==> src/hdl/amd_cfg.svh <==
// Constants for the addressing mode decoder: opcode classes, lengths,
// interrupt mask levels. Assumes inclusion by the package and modules.
`ifndef AMD_CFG_SVH
`define AMD_CFG_SVH

// Instruction lengths in bytes
`define AMD_LEN_ONE        3'h1
`define AMD_LEN_TWO        3'h2
`define AMD_LEN_THREE      3'h3
// Interrupt mask levels
`define AMD_MASK_LEVEL_HI  2'h3
`define AMD_MASK_LEVEL_LO  2'h0
// Zero-page upper byte
`define AMD_ZERO_PAGE_HI   8'h00
// Opcode high nibble that selects each addressing mode
`define AMD_NIB_IMM        4'ha
`define AMD_NIB_DIR_S      4'hb
`define AMD_NIB_DIR_L      4'hc
`define AMD_NIB_IDX_L      4'hd
`define AMD_NIB_IDX_S      4'he
`define AMD_NIB_IDX_N      4'hf
`define AMD_NIB_IND_S      4'h3
`define AMD_NIB_IND_L      4'h2
// Inherent opcode groups; the Y index is chosen by the use_y input
`define AMD_NIB_INH_A      4'h4
`define AMD_NIB_INH_B      4'h8
`define AMD_NIB_INH_C      4'h9

`endif

==> src/hdl/amd_pkg.sv <==
// Types for the addressing mode decoder.
// Assumes amd_cfg.svh is on the include path.
`include "amd_cfg.svh"
package amd_pkg;
    // Addressing modes
    typedef enum logic [3:0] {
        AMD_INHERENT = 4'h0,
        AMD_IMMED    = 4'h1,
        AMD_DIR_S    = 4'h2,
        AMD_DIR_L    = 4'h3,
        AMD_IDX_N    = 4'h4,
        AMD_IDX_S    = 4'h5,
        AMD_IDX_L    = 4'h6,
        AMD_IND_S    = 4'h7,
        AMD_IND_L    = 4'h8
    } amd_mode_type;

    // Operations named by the decoder
    typedef enum logic [4:0] {
        OP_NONE                   = 5'h00,
        OP_LOAD                   = 5'h01,
        OP_COMPARE                = 5'h02,
        bit_compare_op            = 5'h03,
        OP_AND                    = 5'h04,
        OP_OR                     = 5'h05,
        OP_XOR                    = 5'h06,
        OP_ADD                    = 5'h07,
        OP_ADD_CARRY              = 5'h08,
        OP_SUB                    = 5'h09,
        sub_borrow_op             = 5'h0a,
        byte_multiply_op          = 5'h0b,
        OP_SWAP_NIB               = 5'h0c,
        OP_SHIFT_LL               = 5'h0d,
        OP_SHIFT_RL               = 5'h0e,
        OP_SHIFT_RA               = 5'h0f,
        OP_ROT_LC                 = 5'h10,
        OP_ROT_RC                 = 5'h11,
        OP_PUSH                   = 5'h12,
        OP_POP                    = 5'h13,
        stack_pointer_reset_op    = 5'h14,
        OP_TRAP                   = 5'h15,
        OP_RETURN                 = 5'h16,
        irq_return_op             = 5'h17,
        set_irq_mask_op           = 5'h18,
        clear_irq_mask_op         = 5'h19,
        wait_irq_op               = 5'h1a,
        OP_HALT                   = 5'h1b
    } amd_op_type;

    // Decode result for the fetch unit
    typedef struct packed {
        amd_mode_type mode;
        logic [2:0]   length;
        amd_op_type   op;
    } amd_dec_type;

    // Power state
    typedef enum logic [1:0] {
        PWR_RUN  = 2'b00,
        PWR_WAIT = 2'b01,
        PWR_HALT = 2'b10
    } amd_pwr_type;

    // Address decoder states
    typedef enum logic [2:0] {
        ST_IDLE  = 3'b000,
        ST_PTR_H = 3'b001,
        ST_PTR_L = 3'b010,
        ST_DONE  = 3'b011
    } amd_st_type;
endpackage

==> src/hdl/amd_opdec.sv <==
// Combinational opcode classifier: mode, length and operation.
// Assumes opcode is stable from a flop in the caller.
`timescale 1ns/1ps
`include "amd_cfg.svh"
module amd_opdec
(
    // Opcode in
    input  wire logic [7:0]          opcode,
    // Decode out
    output amd_pkg::amd_dec_type     dec
);
    // Classify by high nibble, operation by low nibble
    always_comb
    begin
        dec.mode   = amd_pkg::AMD_INHERENT;
        dec.length = `AMD_LEN_ONE;
        dec.op     = amd_pkg::OP_NONE;
        case (opcode[7:4])
            `AMD_NIB_IMM:
            begin
                dec.mode   = amd_pkg::AMD_IMMED;
                dec.length = `AMD_LEN_TWO;
            end
            `AMD_NIB_DIR_S:
            begin
                dec.mode   = amd_pkg::AMD_DIR_S;
                dec.length = `AMD_LEN_TWO;
            end
            `AMD_NIB_DIR_L:
            begin
                dec.mode   = amd_pkg::AMD_DIR_L;
                dec.length = `AMD_LEN_THREE;
            end
            `AMD_NIB_IDX_N:
            begin
                dec.mode   = amd_pkg::AMD_IDX_N;
                dec.length = `AMD_LEN_ONE;
            end
            `AMD_NIB_IDX_S:
            begin
                dec.mode   = amd_pkg::AMD_IDX_S;
                dec.length = `AMD_LEN_TWO;
            end
            `AMD_NIB_IDX_L:
            begin
                dec.mode   = amd_pkg::AMD_IDX_L;
                dec.length = `AMD_LEN_THREE;
            end
            `AMD_NIB_IND_S:
            begin
                dec.mode   = amd_pkg::AMD_IND_S;
                dec.length = `AMD_LEN_TWO;
            end
            `AMD_NIB_IND_L:
            begin
                dec.mode   = amd_pkg::AMD_IND_L;
                dec.length = `AMD_LEN_TWO;
            end
            default:
            begin
                dec.mode   = amd_pkg::AMD_INHERENT;
                dec.length = `AMD_LEN_ONE;
            end
        endcase
        // Memory and immediate forms share the ALU operation table
        if (opcode[7:4] != `AMD_NIB_INH_A && opcode[7:4] != `AMD_NIB_INH_B
            && opcode[7:4] != `AMD_NIB_INH_C && opcode[7:4] != 4'h0
            && opcode[7:4] != 4'h1 && opcode[7:4] != 4'h5
            && opcode[7:4] != 4'h6 && opcode[7:4] != 4'h7)
        begin
            case (opcode[3:0])
                4'h0:    dec.op = amd_pkg::OP_SUB;
                4'h1:    dec.op = amd_pkg::OP_COMPARE;
                4'h2:    dec.op = amd_pkg::sub_borrow_op;
                4'h4:    dec.op = amd_pkg::OP_AND;
                4'h5:    dec.op = amd_pkg::bit_compare_op;
                4'h6:    dec.op = amd_pkg::OP_LOAD;
                4'h8:    dec.op = amd_pkg::OP_XOR;
                4'h9:    dec.op = amd_pkg::OP_ADD_CARRY;
                4'ha:    dec.op = amd_pkg::OP_OR;
                4'hb:    dec.op = amd_pkg::OP_ADD;
                default: dec.op = amd_pkg::OP_NONE;
            endcase
        end
        else if (opcode[7:4] == `AMD_NIB_INH_A)
        begin
            case (opcode[3:0])
                4'h2:    dec.op = amd_pkg::byte_multiply_op;
                4'h4:    dec.op = amd_pkg::OP_SHIFT_RL;
                4'h6:    dec.op = amd_pkg::OP_ROT_RC;
                4'h7:    dec.op = amd_pkg::OP_SHIFT_RA;
                4'h8:    dec.op = amd_pkg::OP_SHIFT_LL;
                4'h9:    dec.op = amd_pkg::OP_ROT_LC;
                4'he:    dec.op = amd_pkg::OP_SWAP_NIB;
                default: dec.op = amd_pkg::OP_NONE;
            endcase
        end
        else if (opcode[7:4] == `AMD_NIB_INH_B)
        begin
            case (opcode[3:0])
                4'h0:    dec.op = amd_pkg::irq_return_op;
                4'h1:    dec.op = amd_pkg::OP_RETURN;
                4'h3:    dec.op = amd_pkg::OP_TRAP;
                4'h4:    dec.op = amd_pkg::OP_POP;
                4'h8:    dec.op = amd_pkg::OP_PUSH;
                4'he:    dec.op = amd_pkg::OP_HALT;
                4'hf:    dec.op = amd_pkg::wait_irq_op;
                default: dec.op = amd_pkg::OP_NONE;
            endcase
        end
        else if (opcode[7:4] == `AMD_NIB_INH_C)
        begin
            case (opcode[3:0])
                4'ha:    dec.op = amd_pkg::clear_irq_mask_op;
                4'hb:    dec.op = amd_pkg::set_irq_mask_op;
                4'hc:    dec.op = amd_pkg::stack_pointer_reset_op;
                default: dec.op = amd_pkg::OP_NONE;
            endcase
        end
    end
endmodule

==> src/hdl/amd_core.sv <==
// Addressing mode decoder front end: latches an instruction, forms the
// effective address (reading pointers over the data bus) and tracks the
// interrupt mask and power state. Assumes the fetch unit presents whole
// instructions and the memory bus answers reads within the cycle of the read strobe.
`timescale 1ns/1ps
`include "amd_cfg.svh"

// Operation
// - Inherent instructions are one byte only
// - Immediate: opcode plus one operand byte
// - Direct short: one byte, zero page
// - Direct long: two address bytes, full space
// - Indexed address is unsigned index plus offset
// - Indexed no offset: index alone, no byte
// - Indexed short: byte offset, sum to 1FE
// - Indexed long: word offset, full space
// - Indirect: read pointer, then access operand
// - Indirect short: byte pointer, zero page
// - Indirect long: word pointer in zero page
// - Set mask to level 3, clear to 0
// - Wait idles until interrupt; halt stops oscillator
// - Multiply, swap, shifts and rotates decoded
// - Stack, trap and return operations decoded
module amd_core
(
    // Clock and reset
    input  wire logic                 mclk,
    input  wire logic                 rst,
    // Instruction from fetch unit
    input  wire logic                 ins_valid,
    input  wire logic [7:0]           ins_opcode,
    input  wire logic [7:0]           ins_byte1,
    input  wire logic [7:0]           ins_byte2,
    input  wire logic                 use_y,
    // Index registers
    input  wire logic [7:0]           idx_x,
    input  wire logic [7:0]           idx_y,
    // Interrupt request from core logic
    input  wire logic                 irq_pending,
    // Memory bus read port for pointers
    output logic                      mem_rd,
    output logic [15:0]               mem_addr,
    input  wire logic [7:0]           mem_rdata,
    // Result to fetch unit
    output logic                      ins_ready,
    output logic                      res_valid,
    output amd_pkg::amd_dec_type      res_dec,
    output logic [15:0]               res_ea,
    output logic [7:0]                res_imm,
    // Control state
    output logic [1:0]                irq_mask_level,
    output amd_pkg::amd_pwr_type      pwr_state,
    output logic                      osc_stop
);
    amd_pkg::amd_dec_type dec;            // Classifier output
    amd_pkg::amd_st_type  st_r;           // Address walk state
    amd_pkg::amd_dec_type dec_r;          // Latched decode
    logic [7:0]           ptr_r;          // Pointer location
    logic [7:0]           ptr_hi_r;       // Fetched high byte
    logic [15:0]          ea_nxt;         // Direct effective address
    logic [7:0]           idx_sel;        // Chosen index register

    amd_opdec u_opdec
    (
        .opcode (ins_opcode),
        .dec    (dec)
    );

    // Nine-bit index sum keeps the carry
    function automatic logic [15:0] idx_sum8(input logic [7:0] a,
                                             input logic [7:0] b);
        logic [8:0] s;
        s = {1'b0, a} + {1'b0, b};
        idx_sum8 = {7'h00, s};
    endfunction

    assign idx_sel = use_y ? idx_y : idx_x;

    // Address for modes that need no memory read
    always_comb
    begin
        case (dec.mode)
            amd_pkg::AMD_DIR_S: ea_nxt = {`AMD_ZERO_PAGE_HI, ins_byte1};
            amd_pkg::AMD_DIR_L: ea_nxt = {ins_byte1, ins_byte2};
            amd_pkg::AMD_IDX_N: ea_nxt = {`AMD_ZERO_PAGE_HI, idx_sel};
            amd_pkg::AMD_IDX_S: ea_nxt = idx_sum8(idx_sel, ins_byte1);
            amd_pkg::AMD_IDX_L: ea_nxt = {ins_byte1, ins_byte2}
                                         + {8'h00, idx_sel};
            default:            ea_nxt = 16'h0000;
        endcase
    end

    // Only takes a new instruction when idle and awake
    assign ins_ready = (st_r == amd_pkg::ST_IDLE)
                       && (pwr_state == amd_pkg::PWR_RUN);

    // Address walk: pointer reads for indirect modes
    always_ff @(posedge mclk or posedge rst)
    begin
        if (rst)
        begin
            st_r      <= amd_pkg::ST_IDLE;
            dec_r     <= '0;
            ptr_r     <= 8'h00;
            ptr_hi_r  <= 8'h00;
            res_valid <= 1'b0;
            res_dec   <= '0;
            res_ea    <= 16'h0000;
            res_imm   <= 8'h00;
            mem_rd    <= 1'b0;
            mem_addr  <= 16'h0000;
        end
        else
        begin
            res_valid <= 1'b0;
            mem_rd    <= 1'b0;
            case (st_r)
                amd_pkg::ST_IDLE:
                begin
                    if (ins_valid && ins_ready)
                    begin
                        dec_r <= dec;
                        ptr_r <= ins_byte1;
                        // Immediate byte is the operand itself
                        res_imm <= (dec.mode == amd_pkg::AMD_IMMED)
                                   ? ins_byte1 : 8'h00;
                        if (dec.mode == amd_pkg::AMD_IND_S
                            || dec.mode == amd_pkg::AMD_IND_L)
                        begin
                            mem_rd   <= 1'b1;
                            mem_addr <= {`AMD_ZERO_PAGE_HI, ins_byte1};
                            st_r     <= (dec.mode == amd_pkg::AMD_IND_L)
                                        ? amd_pkg::ST_PTR_H
                                        : amd_pkg::ST_PTR_L;
                        end
                        else
                        begin
                            res_valid <= 1'b1;
                            res_dec   <= dec;
                            res_ea    <= ea_nxt;
                        end
                    end
                end
                amd_pkg::ST_PTR_H:
                begin
                    // High byte back; ask for the low byte next
                    ptr_hi_r <= mem_rdata;
                    mem_rd   <= 1'b1;
                    mem_addr <= {`AMD_ZERO_PAGE_HI, 8'(ptr_r + 8'h01)};
                    st_r     <= amd_pkg::ST_DONE;
                end
                amd_pkg::ST_PTR_L:
                begin
                    // One-byte pointer stays in zero page
                    res_valid <= 1'b1;
                    res_dec   <= dec_r;
                    res_ea    <= {`AMD_ZERO_PAGE_HI, mem_rdata};
                    st_r      <= amd_pkg::ST_IDLE;
                end
                amd_pkg::ST_DONE:
                begin
                    res_valid <= 1'b1;
                    res_dec   <= dec_r;
                    res_ea    <= {ptr_hi_r, mem_rdata};
                    st_r      <= amd_pkg::ST_IDLE;
                end
                default: st_r <= amd_pkg::ST_IDLE;
            endcase
        end
    end

    // Interrupt mask level
    always_ff @(posedge mclk or posedge rst)
    begin
        if (rst)
            irq_mask_level <= `AMD_MASK_LEVEL_HI;
        else if (ins_valid && ins_ready)
        begin
            if (dec.op == amd_pkg::set_irq_mask_op)
                irq_mask_level <= `AMD_MASK_LEVEL_HI;
            else if (dec.op == amd_pkg::clear_irq_mask_op)
                irq_mask_level <= `AMD_MASK_LEVEL_LO;
        end
    end

    // Power state: wait leaves on interrupt, halt also stops oscillator
    always_ff @(posedge mclk or posedge rst)
    begin
        if (rst)
            pwr_state <= amd_pkg::PWR_RUN;
        else if (pwr_state != amd_pkg::PWR_RUN)
        begin
            if (irq_pending)
                pwr_state <= amd_pkg::PWR_RUN;
        end
        else if (ins_valid && ins_ready)
        begin
            if (dec.op == amd_pkg::wait_irq_op)
                pwr_state <= amd_pkg::PWR_WAIT;
            else if (dec.op == amd_pkg::OP_HALT)
                pwr_state <= amd_pkg::PWR_HALT;
        end
    end

    assign osc_stop = (pwr_state == amd_pkg::PWR_HALT);
endmodule

==> config.mk <==
export PLATFORM = sky130hd
export DESIGN_NAME = amd_core
export DESIGN_NICKNAME = d
export VERILOG_FILES = /design/src/hdl/amd_pkg.sv /design/src/hdl/amd_opdec.sv /design/src/hdl/amd_core.sv
export VERILOG_INCLUDE_DIRS = /design/src /design/src/hdl
export SDC_FILE = /design/constraint.sdc
export NUM_CORES = 1
export LEC_CHECK = 0
export ABC_AREA = 0
export BUFFER_PORTS_ARGS = -buffer_cell sky130_fd_sc_hd__buf_2
export CAP_MARGIN = 5
export CORE_ASPECT_RATIO = 1.4
export CORE_MARGIN = 2
export CORE_UTILIZATION = 45
export CTS_CLUSTER_DIAMETER = 50
export CTS_CLUSTER_SIZE = 28
export DETAILED_ROUTE_END_ITERATION = 8
export PLACE_DENSITY_LB_ADDON = 0.12
export SYNTH_ARGS = -nofsm -noshare
export SYNTH_HDL_FRONTEND = slang
export SYNTH_SLANG_ARGS = --single-unit
==> constraint.sdc <==
create_clock -name mclk -period 5.43 [get_ports mclk]
set_clock_uncertainty 0.1 [all_clocks]
set_input_delay 1.086 -clock mclk [delete_from_list [all_inputs] [get_ports mclk]]
set_output_delay 1.086 -clock mclk [all_outputs]
set_load 0.005 [all_outputs]
==> out/results.txt <==
# nets final = 737
Synth top area share = 0.374
WL/cell = 19.3 um
pwr dens = 409 nW/um^2
DRC violations left = 0
CTS clk-pin slew, worst paths = 0.06 ns
Post-synth top flop = dfrtp_1
RD Place Congestion = 0.913
CP Data Arrival Time = 3.42 ns
Flop pwr share = 0.383
max cap viols = 0
register area share after synthesis = 0.379
Final Max Slew Viols = 0
total power = 0.00242 W
largest buffer count on any clock path = 2
R2R setup slack = 2.55 ns
RSZ-0062 raised after global routing = no
Core ar. = 10900 sq um
YS warnings = 0
Final Critical Period = 3.30 ns
Post-DRT Antenna Nets = 0
Clk Latency, worst-skew pair = 0.34 ns
port bufs = 103
GRT Resource Usage Total = 0.259
die area = 12200 sq um
Chip Width = 93.8 um
Cell variety after synth = 71
Overflow after GRT = 0
Hold Crit Depth = 1
# diodes = 0
initial antenna violation count = 0
Post-Syn Instances = 574
PostCTS Resize Cnt = 0
Fmax achieved = 303 MHz
CTS sink count = 77
leakage = 2.78 nW
setup violators final = 0
EDFF count, synth = 0
Gate power share = 0.373
most common cell after layout, fill and taps aside = buf_2
Slew Limit Headroom = 0.202
PnR worst setup slack = 2.13 ns
H-Tree Depth = 3
VDD IR max = 0.187 mV
final hold violation count = 0
worst-path maximum fanout = 8
Tightest Pin Transition = 1.19 ns
status = complete, no violations
CTS Buf Count = 9
share of power burned in the clock network = 0.243
area leader, netlist = dfrtp_1
worst reg2reg path endpoint = mem_addr[0]
first-pass GRT wire length = 24200 um
hold path endpoint = dec_r[6]
post-synthesis async set-or-reset flop share = 1.00
CTS Hold Bufs = 0
die height = 130 um
Placement Setup Slack = 1.82 ns
DR pass1 iterations = 5
Reg2Reg Depth = 8
CTS root buf = clkbuf_16
vias per cell = 5.84
total number of vias = 4702
row cnt = 45
HPWL Detailed = 11500 um
postcts setup bufs = 0
Critical Path End Type = flip-flop
kind of critical path = in2reg
area of the mapped netlist = 5080 sq um
P_int = 0.00149 W
total wire length = 15600 um
Initial Util = 0.465
period utilization = 0.608
commonest cells after routing, fill and taps aside = buf_2, nand2_1, dfrtp_1
top cells by area, synth = dfrtp_1, nand2_1, ha_1
Net Sw Frac = 0.383
switching power = 0.000928 W
start of the worst register-to-register path = st_r[1]
CP Data Required Time = 5.55 ns
CTS tree = yes
share of cells above drive strength 1 = 0.238
area grow syn2layout = 16.5%
largest net degree at the start of global routing = 49
Yosys reg bits = 77
Hold/Removal Path Class = reg2reg
DRT iter0 DRCs = 326
Setup Total Neg Slack = 0 ns
syn_area_per_cell = 8.85 sq um
io pins = 113
CP Launch Type = primary input
hold path startpoint = dec_r[6]
WHS = 0.384 ns
vias in the first global route = 4523
[per-layer routing]
layer,global-route usage,wire [um],vias to the layer above,share of wire
met5,0,0,-,0
met4,0.106,486,0,0.031
met3,0.0312,668,30,0.043
met2,0.463,8100,159,0.52
met1,0.316,6310,2287,0.41
li1,-,-,2226,-
[flip-flops by register name (all words and copies together) (netlist names)]
signal / count
irq_mask_level: 1
res_dec: 11
ptr_r: 8
res_ea: 16
res_valid: 1
mem_addr: 8
res_imm: 8
ptr_hi_r: 8
pwr_state: 2
st_r: 2
mem_rd: 1
dec_r: 11
[cells in the mapped netlist (all sizes together) (8+ instances only)]
| cell type | count |
|---|---|
| nand2 | 83 |
| dfrtp | 76 |
| o21ai | 45 |
| nor2 | 44 |
| a21oi | 32 |
| clkbuf | 24 |
| inv | 24 |
| ha | 23 |
| buf | 19 |
| a22oi | 18 |
| mux2 | 18 |
| xnor2 | 16 |
| nand3 | 11 |
| nor3 | 11 |
| a22o | 9 |
| xor2 | 8 |
[stage by stage]
step                      instance area [sq um]  utilization  std cells
final                                      5920        0.542        805
after detailed placement                   5630        0.516        789
after global routing                       5920        0.542        805
after floorplan                            5110            -        582
after global placement                     5630        0.516        789
after CTS                                  5920        0.542        805
[power groups by stage]
stage          clock, W  combinational (W)  sequential [W]
2_1_floorplan         0           0.000600        0.000909
5_1_grt        0.000619            0.00100        0.000952
6_report       0.000589           0.000904        0.000928
3_3_place_gp          0           0.000896        0.000928
4_1_cts        0.000600           0.000912        0.000926
3_5_place_dp          0           0.000906        0.000934
[kinds of logic after synthesis]
family          count (synthesis)  share of synthesized area
fa+ha+maj                      25                     0.0645
other cells                     1                   0.000738
flops                          77                      0.379
mux                            22                     0.0478
compound gates                171                      0.229
buf+inv                        67                     0.0598
xor+xnor                       24                     0.0414
simple gates                  187                      0.178
[final cells by class]
type | instances | area (sq um)
fill | 1079 | 5000
multi-input combinational | 438 | 2880
tap | 141 | 176
sequential | 77 | 1930
inverter | 24 | 90.1
timing repair buffer | 109 | 561
clock inverter | 6 | 45.0
clock buffer | 10 | 239
[critical path, cell delays in order]
cell       delay, ns
buf_2           0.21
mux2_2          0.39
ha_1            0.33
a2111oi_0       0.40
o21ai_1         0.17
a31oi_1         0.45
nor3b_1         0.13
xnor2_1         0.16
o21ai_1         0.08
[how the worst max path moves through the flow]
stage	endpoint	cells past startpoint	startpoint	slack (ns)
after floorplan	res_ea[5]	10	use_y	1.90
after global placement	res_ea[5]	10	use_y	1.86
after detailed placement	res_ea[15]	9	use_y	1.82
after CTS	res_ea[15]	9	use_y	2.15
after global routing	res_ea[15]	9	use_y	2.03
final	res_ea[15]	9	use_y	2.13
Note: power is estimated with default switching activity, not from simulation.
